<file path="src/design/qdc_pkg.sv">
package qdc_pkg;
    // Serial frame layout
    localparam int unsigned FRAME_BITS  = 24;
    localparam int unsigned RW_POS      = 23;
    localparam int unsigned ADDR_HI     = 22;
    localparam int unsigned ADDR_LO     = 19;
    localparam int unsigned DATA_HI     = 18;
    localparam int unsigned DATA_LO     = 3;
    localparam logic [4:0]  FRAME_LAST  = 5'h18;
    localparam logic [4:0]  CNT_RESET   = 5'h00;

    // Register address decode
    localparam logic [3:0]  ADDR_CMD        = 4'h0;
    localparam logic [3:0]  ADDR_INPUT_BASE = 4'h4;
    localparam logic [3:0]  ADDR_ZERO_BASE  = 4'h8;
    localparam logic [3:0]  ADDR_GAIN_BASE  = 4'hC;

    // Command word fields
    localparam int unsigned CMD_LD_POS  = 0;
    localparam int unsigned CMD_RST_POS = 1;
    localparam int unsigned CMD_GAIN_LO = 2;
    localparam logic [3:0]  GAIN_SEL_RESET = 4'hF;

    // Channel code widths and reset values
    localparam int unsigned CODE_W      = 16;
    localparam int unsigned GAIN_CODE_W = 8;
    localparam int unsigned ZERO_CODE_W = 9;
    localparam logic [15:0] CODE_RESET  = 16'h0000;
    localparam logic [7:0]  GAIN_CODE_RESET = 8'h00;
    localparam logic [8:0]  ZERO_CODE_RESET = 9'h000;

    // Correction arithmetic: unity factors and shifts (incl. 1/8 LSB zero weight)
    localparam logic signed [18:0] UNITY_BIP = 19'sh2_0000;
    localparam logic signed [18:0] UNITY_UNI = 19'sh1_0000;
    localparam int unsigned SHIFT_BIP   = 20;
    localparam int unsigned SHIFT_UNI   = 19;
    localparam logic signed [39:0] BIP_MAX = 40'sh00_0000_7FFF;
    localparam logic signed [39:0] BIP_MIN = -40'sh00_0000_8000;
    localparam logic signed [39:0] UNI_MAX = 40'sh00_0000_FFFF;

    // Frame receiver states
    typedef enum logic [1:0]
    {
        ST_IDLE  = 2'b01,
        ST_FRAME = 2'b10
    } qdc_state_e;
endpackage

</file>
<file path="src/design/qdc_chan_if.sv">
`timescale 1ns/100ps
interface qdc_chan_if;
    logic        clear;          // Synchronous clear from either reset
    logic        wr_input;       // Write input register
    logic        wr_gain;        // Write gain correction
    logic        wr_zero;        // Write zero correction
    logic        load;           // Reload output latch
    logic        bipolar;        // Group mode for this channel
    logic [15:0] data;           // Frame data field
    logic [15:0] latch_code;     // Output latch content
    logic [15:0] corrected;      // Corrected output code

    modport ctrl (output clear, wr_input, wr_gain, wr_zero, load, bipolar, data,
                  input latch_code, corrected);
    modport chan (input clear, wr_input, wr_gain, wr_zero, load, bipolar, data,
                  output latch_code, corrected);
endinterface

</file>
<file path="src/design/qdc_core.sv">
`timescale 1ns/100ps
module qdc_core
    import qdc_pkg::*;
(
    input  logic              clk,                      // Core clock
    input  logic              nrst,                     // Async reset, active low
    input  logic              clk_en,                   // Freezes all state when low
    input  logic              sclk,                     // Serial clock pin
    input  logic              cs_n,                     // Chip select pin, active low
    input  logic              sdi,                      // Serial data pin
    input  logic              latch_load_strobe_n,      // Load strobe pin, active low
    input  logic              hw_reset_n,               // Hardware reset pin, active low
    input  logic              group_a_polarity_select,  // High: channels 0,1 unipolar
    input  logic              group_b_polarity_select,  // High: channels 2,3 unipolar
    output logic [3:0]        gain_x4,                  // Per-channel gain select
    output logic [3:0]        chan_bipolar,             // Per-channel mode
    output logic [3:0][15:0]  latch_code,               // Output latch contents
    output logic [3:0][15:0]  corrected_code            // Corrected output codes
);
    // Channel count is fixed by the converter
    localparam int unsigned NCH = 4;

    // Synchronisers: stage one feeds stage two only
    // Every pin is async to clk, so each one costs two cycles of latency;
    // the serial pins share one chain so their relative timing is kept
    logic [6:0] sync1_q, sync1_d;   // First stage
    logic [6:0] sync2_q, sync2_d;   // Second stage, safe to read
    logic       sclk_prev_q, sclk_prev_d;  // Edge detect history
    logic       latch_load_strobe_n_prev_q, latch_load_strobe_n_prev_d;  // Edge detect history

    // Named views of the synchronised pins
    logic sclk_s;
    logic cs_n_s;
    logic sdi_s;
    logic latch_load_strobe_n_n_s;
    logic hw_rst_n_s;
    logic pol_a_s;
    logic pol_b_s;

    // Frame receiver
    qdc_state_e  state_q, state_d;   // Receiver state
    logic [23:0] shift_q, shift_d;   // Serial shift register
    logic [4:0]  cnt_q,   cnt_d;     // Falling edges seen, saturating
    logic        commit;             // Complete write frame at chip select rise

    // Control
    logic [3:0]  gain_sel_q, gain_sel_d;   // Gain select bits
    logic        soft_rst_q, soft_rst_d;   // Software reset, one cycle wide
    logic [3:0]  pend_q, pend_d;           // Input written since last load
    logic        rst_all;                  // Either reset in force
    logic        sclk_fall;                // Falling serial clock seen
    logic        latch_load_strobe_n_fall;                // Falling load strobe seen
    logic        load_all;                 // Broadcast latch load
    logic        cmd_write;                // Frame targets command word
    logic [3:0]  addr;                     // Frame address field
    logic [15:0] data;                     // Frame data field
    logic [3:0]  sel_input;                // Input register write per channel
    logic [3:0]  sel_gain;                 // Gain register write per channel
    logic [3:0]  sel_zero;                 // Zero register write per channel
    logic [3:0]  load;                     // Latch reload per channel

    // One carrier per channel; the channel module owns all its state but the pending flag, kept in pend_q
    qdc_chan_if cif [NCH] ();

    // One-hot channel select from an address window of four
    // Addresses outside the window give an all-zero select
    function automatic logic [3:0] chan_sel(input logic [3:0] a, input logic [3:0] base,
                                            input logic en);
        logic [3:0] s;
        s = 4'h0;
        if (en && (a[3:2] == base[3:2]))
            s[a[1:0]] = 1'b1;
        return s;
    endfunction

    assign sclk_s     = sync2_q[0];
    assign cs_n_s     = sync2_q[1];
    assign sdi_s      = sync2_q[2];
    assign latch_load_strobe_n_n_s   = sync2_q[3];
    assign hw_rst_n_s = sync2_q[4];
    assign pol_a_s    = sync2_q[5];
    assign pol_b_s    = sync2_q[6];

    // Sync chain next values; strobes and serial pins share the same delay
    // Serial clock must stay high and low for three clk cycles at least,
    // or an edge is lost; that bounds the host's rate, not the frame logic
    always_comb
    begin
        sync1_d     = {group_b_polarity_select, group_a_polarity_select, hw_reset_n,
                       latch_load_strobe_n, sdi, cs_n, sclk};
        sync2_d     = sync1_q;
        sclk_prev_d = sclk_s;
        latch_load_strobe_n_prev_d = latch_load_strobe_n_n_s;
    end

    // Sync chain registers; idle pin levels at reset avoid false edges
    // With the clock enable low the chains hold too; pin edges then are lost
    always_ff @(posedge clk or negedge nrst)
    begin
        if (!nrst)
        begin
            sync1_q     <= 7'h1B;
            sync2_q     <= 7'h1B;
            sclk_prev_q <= 1'b1;
            latch_load_strobe_n_prev_q <= 1'b1;
        end
        else if (clk_en)
        begin
            sync1_q     <= sync1_d;
            sync2_q     <= sync2_d;
            sclk_prev_q <= sclk_prev_d;
            latch_load_strobe_n_prev_q <= latch_load_strobe_n_prev_d;
        end
    end

    // Both resets end in the same synchronous clear; only nrst is async
    // Edges are found on synchronised copies, never on raw pins
    assign rst_all   = !hw_rst_n_s || soft_rst_q;
    assign sclk_fall = sclk_prev_q && !sclk_s;
    assign latch_load_strobe_n_fall = latch_load_strobe_n_prev_q && !latch_load_strobe_n_n_s;
    assign addr      = shift_q[ADDR_HI:ADDR_LO];
    assign data      = shift_q[DATA_HI:DATA_LO];

    // Frame receiver next state
    // The count saturates at the frame length, so an over-long frame still
    // commits with the last 24 bits standing in the shift register
    always_comb
    begin
        state_d = state_q;
        shift_d = shift_q;
        cnt_d   = cnt_q;
        commit  = 1'b0;
        if (rst_all)
        begin
            // Serial pins are not looked at while reset holds
            state_d = ST_IDLE;
            cnt_d   = CNT_RESET;
        end
        else
        begin
            unique case (state_q)
                ST_IDLE:
                begin
                    if (!cs_n_s)
                    begin
                        state_d = ST_FRAME;
                        cnt_d   = CNT_RESET;
                    end
                end
                ST_FRAME:
                begin
                    if (cs_n_s)
                    begin
                        // Exactly the frame length, or more with the count held
                        // Short frames drop; read frames have no target here
                        commit  = (cnt_q == FRAME_LAST) && !shift_q[RW_POS];
                        state_d = ST_IDLE;
                    end
                    else if (sclk_fall)
                    begin
                        // Longer frames keep the last 24 bits
                        shift_d = {shift_q[FRAME_BITS-2:0], sdi_s};
                        if (cnt_q != FRAME_LAST)
                            cnt_d = cnt_q + 5'h01;
                    end
                end
            endcase
        end
    end

    // Frame receiver registers
    // Shift contents are not cleared between frames; only the count matters
    always_ff @(posedge clk or negedge nrst)
    begin
        if (!nrst)
        begin
            state_q <= ST_IDLE;
            shift_q <= 24'h00_0000;
            cnt_q   <= CNT_RESET;
        end
        else if (clk_en)
        begin
            state_q <= state_d;
            shift_q <= shift_d;
            cnt_q   <= cnt_d;
        end
    end

    // Decode of a committed frame and latch load control
    // Gain selects are rewritten by every command frame, so the host must
    // send the full set of gain bits along with a load or reset request
    // Strobe fall and load bit are one broadcast and need no priority
    always_comb
    begin
        cmd_write  = commit && (addr == ADDR_CMD);
        sel_input  = chan_sel(addr, ADDR_INPUT_BASE, commit);
        sel_zero   = chan_sel(addr, ADDR_ZERO_BASE, commit);
        sel_gain   = chan_sel(addr, ADDR_GAIN_BASE, commit);
        load_all   = !rst_all && (latch_load_strobe_n_fall || (cmd_write && data[CMD_LD_POS]));
        gain_sel_d = gain_sel_q;
        soft_rst_d = 1'b0;
        pend_d     = pend_q;
        load       = 4'h0;
        if (rst_all)
        begin
            gain_sel_d = GAIN_SEL_RESET;
            pend_d     = 4'h0;
        end
        else
        begin
            if (cmd_write)
            begin
                gain_sel_d = data[CMD_GAIN_LO+3:CMD_GAIN_LO];
                soft_rst_d = data[CMD_RST_POS];
            end
            for (int i = 0; i < NCH; i++)
            begin
                // Direct update when the strobe is low at frame end
                // A write meeting a broadcast load is loaded at once, so the
                // pending flag never has to win against its own clear
                load[i] = (pend_q[i] && load_all)
                        || (sel_input[i] && (!latch_load_strobe_n_n_s || load_all));
                if (sel_input[i] && !load[i])
                    pend_d[i] = 1'b1;
                else if (load[i])
                    pend_d[i] = 1'b0;
            end
        end
    end

    // Control registers
    // Software reset lasts one cycle; the clear it causes lands one cycle
    // after the command frame commits
    always_ff @(posedge clk or negedge nrst)
    begin
        if (!nrst)
        begin
            gain_sel_q <= GAIN_SEL_RESET;
            soft_rst_q <= 1'b0;
            pend_q     <= 4'h0;
        end
        else if (clk_en)
        begin
            gain_sel_q <= gain_sel_d;
            soft_rst_q <= soft_rst_d;
            pend_q     <= pend_d;
        end
    end

    // Four channels; group A is 0 and 1, group B is 2 and 3
    // Polarity is read live, but a pin change reaches the corrected code
    // only at the next load, since correction runs at load time alone
    for (genvar g = 0; g < NCH; g++)
    begin : g_ch
        assign cif[g].clear    = rst_all;
        assign cif[g].wr_input = sel_input[g];
        assign cif[g].wr_gain  = sel_gain[g];
        assign cif[g].wr_zero  = sel_zero[g];
        assign cif[g].load     = load[g];
        assign cif[g].data     = data;
        assign cif[g].bipolar  = (g < 2) ? !pol_a_s : !pol_b_s;
        assign latch_code[g]     = cif[g].latch_code;
        assign corrected_code[g] = cif[g].corrected;
        assign chan_bipolar[g]   = cif[g].bipolar;

        qdc_chan i_qdc_chan
        (
            .clk    (clk),
            .nrst   (nrst),
            .clk_en (clk_en),
            .bus    (cif[g])
        );
    end

    // Gain selects drive the output stage switches directly
    assign gain_x4 = gain_sel_q;
endmodule

</file>
<file path="src/design/qdc_chan.sv">
`timescale 1ns/100ps
module qdc_chan
    import qdc_pkg::*;
(
    input  logic       clk,
    input  logic       nrst,
    input  logic       clk_en,
    qdc_chan_if.chan   bus
);
    logic [15:0] input_q, input_d;     // Input register
    logic [15:0] latch_q, latch_d;     // Output latch
    logic [7:0]  gain_q,  gain_d;      // Gain correction code
    logic [8:0]  zero_q,  zero_d;      // Zero correction code
    logic [15:0] corr_q,  corr_d;      // Corrected code

    // Clamp a scaled result to the legal range of the active code format
    function automatic logic [15:0] sat_code(input logic signed [39:0] x, input logic bip);
        logic [15:0] r;
        r = x[15:0];
        if (bip)
        begin
            if (x > BIP_MAX)
                r = BIP_MAX[15:0];
            else if (x < BIP_MIN)
                r = BIP_MIN[15:0];
        end
        else
        begin
            if (x > UNI_MAX)
                r = UNI_MAX[15:0];
            else if (x < 40'sh0)
                r = CODE_RESET;
        end
        return r;
    endfunction

    // Apply zero (1/8 LSB steps) then gain (scale by mode) to a latched code
    function automatic logic [15:0] correct(input logic [15:0] code, input logic [7:0] g,
                                           input logic [8:0] z, input logic bip);
        logic signed [20:0] v;
        logic signed [18:0] k;
        logic signed [39:0] p;
        v = bip ? {{2{code[15]}}, code, 3'b000} : {2'b00, code, 3'b000};
        v = v + {{12{z[8]}}, z};
        k = (bip ? UNITY_BIP : UNITY_UNI) + {{11{g[7]}}, g};
        p = 40'(v) * 40'(k);
        p = bip ? (p >>> SHIFT_BIP) : (p >>> SHIFT_UNI);
        return sat_code(p, bip);
    endfunction

    // Next values of all channel state
    always_comb
    begin
        input_d = input_q;
        latch_d = latch_q;
        gain_d  = gain_q;
        zero_d  = zero_q;
        corr_d  = corr_q;
        if (bus.clear)
        begin
            input_d = CODE_RESET;
            latch_d = CODE_RESET;
            gain_d  = GAIN_CODE_RESET;
            zero_d  = ZERO_CODE_RESET;
            corr_d  = CODE_RESET;
        end
        else
        begin
            if (bus.wr_input)
                input_d = bus.data;
            if (bus.wr_gain)
                gain_d = bus.data[GAIN_CODE_W-1:0];
            if (bus.wr_zero)
                zero_d = bus.data[ZERO_CODE_W-1:0];
            if (bus.load)
            begin
                // Fresh data bypasses the input register in direct update
                latch_d = bus.wr_input ? bus.data : input_q;
                corr_d  = correct(latch_d, gain_q, zero_q, bus.bipolar);
            end
        end
    end

    // Channel registers
    always_ff @(posedge clk or negedge nrst)
    begin
        if (!nrst)
        begin
            input_q <= CODE_RESET;
            latch_q <= CODE_RESET;
            gain_q  <= GAIN_CODE_RESET;
            zero_q  <= ZERO_CODE_RESET;
            corr_q  <= CODE_RESET;
        end
        else if (clk_en)
        begin
            input_q <= input_d;
            latch_q <= latch_d;
            gain_q  <= gain_d;
            zero_q  <= zero_d;
            corr_q  <= corr_d;
        end
    end

    assign bus.latch_code = latch_q;
    assign bus.corrected  = corr_q;
endmodule

</file>
<file path="config.mk">
export PLATFORM = sky130hd
export DESIGN_NAME = qdc_core
export DESIGN_NICKNAME = d
export VERILOG_FILES = /design/src/design/qdc_pkg.sv /design/src/design/qdc_chan_if.sv /design/src/design/qdc_core.sv /design/src/design/qdc_chan.sv
export SDC_FILE = /design/constraint.sdc
export NUM_CORES = 2
export LEC_CHECK = 0
export BUFFER_PORTS_ARGS = -buffer_cell sky130_fd_sc_hd__buf_2
export CAP_MARGIN = 30
export CORE_MARGIN = 4
export CORE_UTILIZATION = 48
export DETAILED_ROUTE_END_ITERATION = 8
export GPL_ROUTABILITY_DRIVEN = 0
export HOLD_SLACK_MARGIN = 0.15
export PLACE_DENSITY_LB_ADDON = 0.2
export SYNTH_ARGS = -nofsm -noshare
export SYNTH_HDL_FRONTEND = slang
export SYNTH_SLANG_ARGS = --single-unit
</file>
<file path="constraint.sdc">
create_clock -name clk -period 18.1 [get_ports clk]
set_input_delay 2.715 -clock clk [delete_from_list [all_inputs] [get_ports clk]]
set_output_delay 2.715 -clock clk [all_outputs]
set_load 0.005 [all_outputs]
</file>
==> results.yml <==
worst_setup_path:
  crit_path_max_incr_delay_ns: 1.06
  path_delay_family: "adder cells"
  critPathSlowestCell: "fa_1"
  critPathBufInv: 6
  timing.rr.end: "g_ch[2].i_qdc_chan.bus.corrected[0]"
  cpMostUsedCell: "fa_1"
  crit_start: "cnt_q[0]"
  critPathKind: "flop to flop"
  worst-r2r-cell-count: 40
  cp_data_arrival_time_ns: 13.53
  worstSetupEndpointType: "flop"
  worstPathRequired_ns: 18.64
  cp.depth: 40
  cp-start-kind: "flop"
  reg2reg_setup_slack_ns: 5.11
  timing.rr.start: "cnt_q[0]"
  endpoint: "g_ch[2].i_qdc_chan.bus.corrected[0]"
  worstPathMaxFanout: 18
route:
  drt_pass1_iterations: 5
  final_antenna_net_count: 0
  wl_per_cell_um: 19.3
  viasPerCell: 5.31
  drc: 0
  drt-initial-drc-count: 3183
  routed_wl_mm: 171
  vias: 47079
global_route:
  grt_max_degree: 81
  grt_busiest_layer: "met2"
  use_met1_pct: 35.3
  grt.met3_usage_pct: 3.23
  grt_pass1_wl_mm: 280
  gr-usage-met2_pct: 39.8
  grt-ovfl-total: 0
  first_global_vias: 49805
  grt_antenna_before_repair: 8
  grt_usage_pct: 24.5
sta:
  clock.fmax_mhz: 77.0
  holdWs_ns: 0.476
  finalHoldViolCount: 0
  fin_tns_setup_ns: 0
  grt_setup_unrepaired: "no"
  worst_pin_slew_ns: 1.08
  setup_slack_ns: 5.11
  slew_violations: 0
  fin_skew_ns: 0.0531
  min_period_over_period_pct: 71.8
  min_period_ns: 12.99
  setup_violations: 0
  slew_headroom_pct: 27.7
pwr:
  power.switching_uw: 476
  p_total_uw: 1710
  ir_worst_vdd_v: 0.000161
  power_density_nw_per_um2: 24.2
  p_sw_share_pct: 27.9
  power.internal_uw: 1230
  p_clk_share_pct: 49.7
  p_leak_uw: 0.0399
  p_comb_share_pct: 7.8
  power_frac_seq_pct: 42.5
synthesis:
  synth_top_family_by_area: "adder cells"
  yosysUniqueCellTypes: 94
  synthArstFlopShare_pct: 100
  yosys.area_share.simple_pct: 12.0
  ys_ff_latch: 316
  yosys.area_share.xor_xnor_pct: 3.46
  synth_compound_area_share_pct: 8.78
  synth_edf_count: 0
  ys_seq_area_share_pct: 12.0
  ys.warnings.count: 0
  ys.flop_type: "dfrtp_1"
  syn_avg_cell_area_um2: 9.43
  post_synth_instance_area_um2: 66300
  syn-num-nets: 8927
  yosys.area_share.adder_pct: 50.5
  synthMuxAreaShare_pct: 2.06
  syn_inst: 7031
clock_tree:
  cts_resized: 0
  cts_buffers: 39
  cts_root_buffer: "clkbuf_16"
  cts_tree: "yes"
  clk_latency_ns: 0.65
  cts_hold_buf: 0
  clock_sinks: 316
  clkSlewWorstSetupHoldPaths_ns: 0.07
  ctsLongestPathBuffers: 3
  cts.htree.levels: 2
  postCtsSetupBuffers: 0
floorplan:
  die_area_um2: 144000
  die_w_um: 380
  die_h_um: 380
  fp-row-count: 136
  io_pins: 146
  start_util_pct: 48.3
  coreArea_um2: 137000
placement:
  port_buffers: 145
  place_ws_ns: 5.18
  dp_hpwl_mm: 143
layout:
  area_growth_pct: 6.28
  drive_gt1_share_pct: 6.51
  final_cell_mix: "inv_1, fa_1, ha_1"
  final_core_util_pct: 51.3
  final_common_cell: "inv_1"
  fin_nets: 8934
hold_path:
  hp-class: "flop to flop"
  hold_start: "g_ch[1].i_qdc_chan.bus.latch_code[10]"
flow_run:
  max_cap_viol_count: 0
run_status:
  status: "complete, no violations"
## layer usage
metal / share of wire [%] / wire length [um]
met1: 45 / 77300
met2: 47 / 80900
met3: 5.6 / 9530
met4: 2.2 / 3710
met5: 0 / 0
## Yosys cell counts (10+ instances only)
cell | n | area [um2]
a221o_1 | 10 | 100
a21oi_1 | 203 | 1020
and2_1 | 557 | 3480
or2_2 | 24 | 150
o22ai_1 | 58 | 363
a21o_1 | 89 | 668
o21ai_0 | 242 | 1210
nand4_1 | 31 | 194
xor2_1 | 71 | 622
fa_1 | 1320 | 26400
xnor2_1 | 186 | 1630
nor4_1 | 11 | 68.8
nor2b_1 | 45 | 282
o31ai_1 | 12 | 90.1
clkbuf_1 | 277 | 1040
buf_2 | 10 | 50.1
ha_1 | 566 | 7080
inv_1 | 1657 | 6220
and3_1 | 19 | 119
nor3_1 | 34 | 170
o211ai_1 | 15 | 113
nor2_1 | 195 | 732
mux2i_1 | 70 | 701
o21bai_1 | 42 | 315
nand2_1 | 567 | 2130
a22o_1 | 33 | 289
dfstp_2 | 15 | 394
nand2b_1 | 21 | 131
mux2_2 | 59 | 664
dfrtp_1 | 301 | 7530
o21a_1 | 19 | 143
a211oi_1 | 19 | 143
a32o_1 | 24 | 240
o21ai_1 | 16 | 80.1
nand3_1 | 45 | 225
a31oi_1 | 25 | 156
## power groups by stage
stage | sequential (uW) | clock [uW] | combinational (uW)
finish | 725 | 848 | 133
global route | 725 | 894 | 144
CTS | 724 | 867 | 131
detailed placement | 737 | 0 | 130
global placement | 737 | 0 | 128
floorplan | 734 | 0 | 75.9
## logic make-up after synthesis
family                     Yosys count
muxes                              129
DFF                                316
adders and majority gates         1886
xor gates and xnor gates           259
buffers and inverters             1957
AOI/OAI and AO/OA                  899
and+or+nand+nor                   1585
## worst min path at each step
stage / slack, ns / cells after the start / endpoint
floorplan: 0.45 / 2 / sync2_q[5]
finish: 0.48 / 2 / g_ch[1].i_qdc_chan.bus.latch_code[10]
global placement: 0.46 / 2 / pend_q[2]
global route: 0.50 / 1 / g_ch[1].i_qdc_chan.bus.corrected[14]
detailed placement: 0.47 / 2 / g_ch[1].i_qdc_chan.bus.latch_code[10]
CTS: 0.48 / 2 / g_ch[1].i_qdc_chan.bus.latch_code[10]
## worst reg2reg max path, delay by kind of cell, from the launching register on
kind	cells	cell delay, ns
mux	1	0.32
compound gates	11	3.65
buf+inv	6	0.81
fa+ha+maj	10	4.78
flops	1	0.40
xor+xnor	1	0.62
simple gates	11	2.36
## sequential cells by signal, summed over array words and instances (netlist names), 2 cells and up
| name | count |
|---|---|
| cnt_q | 5 |
| g_ch.i_qdc_chan.bus.corrected | 64 |
| g_ch.i_qdc_chan.bus.latch_code | 64 |
| g_ch.i_qdc_chan.gain_q | 32 |
| g_ch.i_qdc_chan.input_q | 64 |
| g_ch.i_qdc_chan.zero_q | 36 |
| gain_x4 | 4 |
| pend_q | 4 |
| shift_q | 24 |
| state_q | 2 |
| sync1_q | 7 |
| sync2_q | 7 |
## cell type report
class,instances,area [um2]
Inverter,1659,6230
Timing Repair Buffer,264,1660
Tap cell,1794,2240
Clock buffer,55,1110
Antenna cell,6,15.0
Fill cell,12752,66900
Clock inverter,17,255
Multi-Input combinational cell,4758,51000
Sequential cell,316,7930
## stage by stage
stage               instance area (um2)  std cells
floorplan                         66300       7031
global placement                  69000       8784
detailed placement                69100       8790
CTS                               70400       8862
global route                      70400       8863
finish                            70500       8869
(Power assumes the default switching activity.)
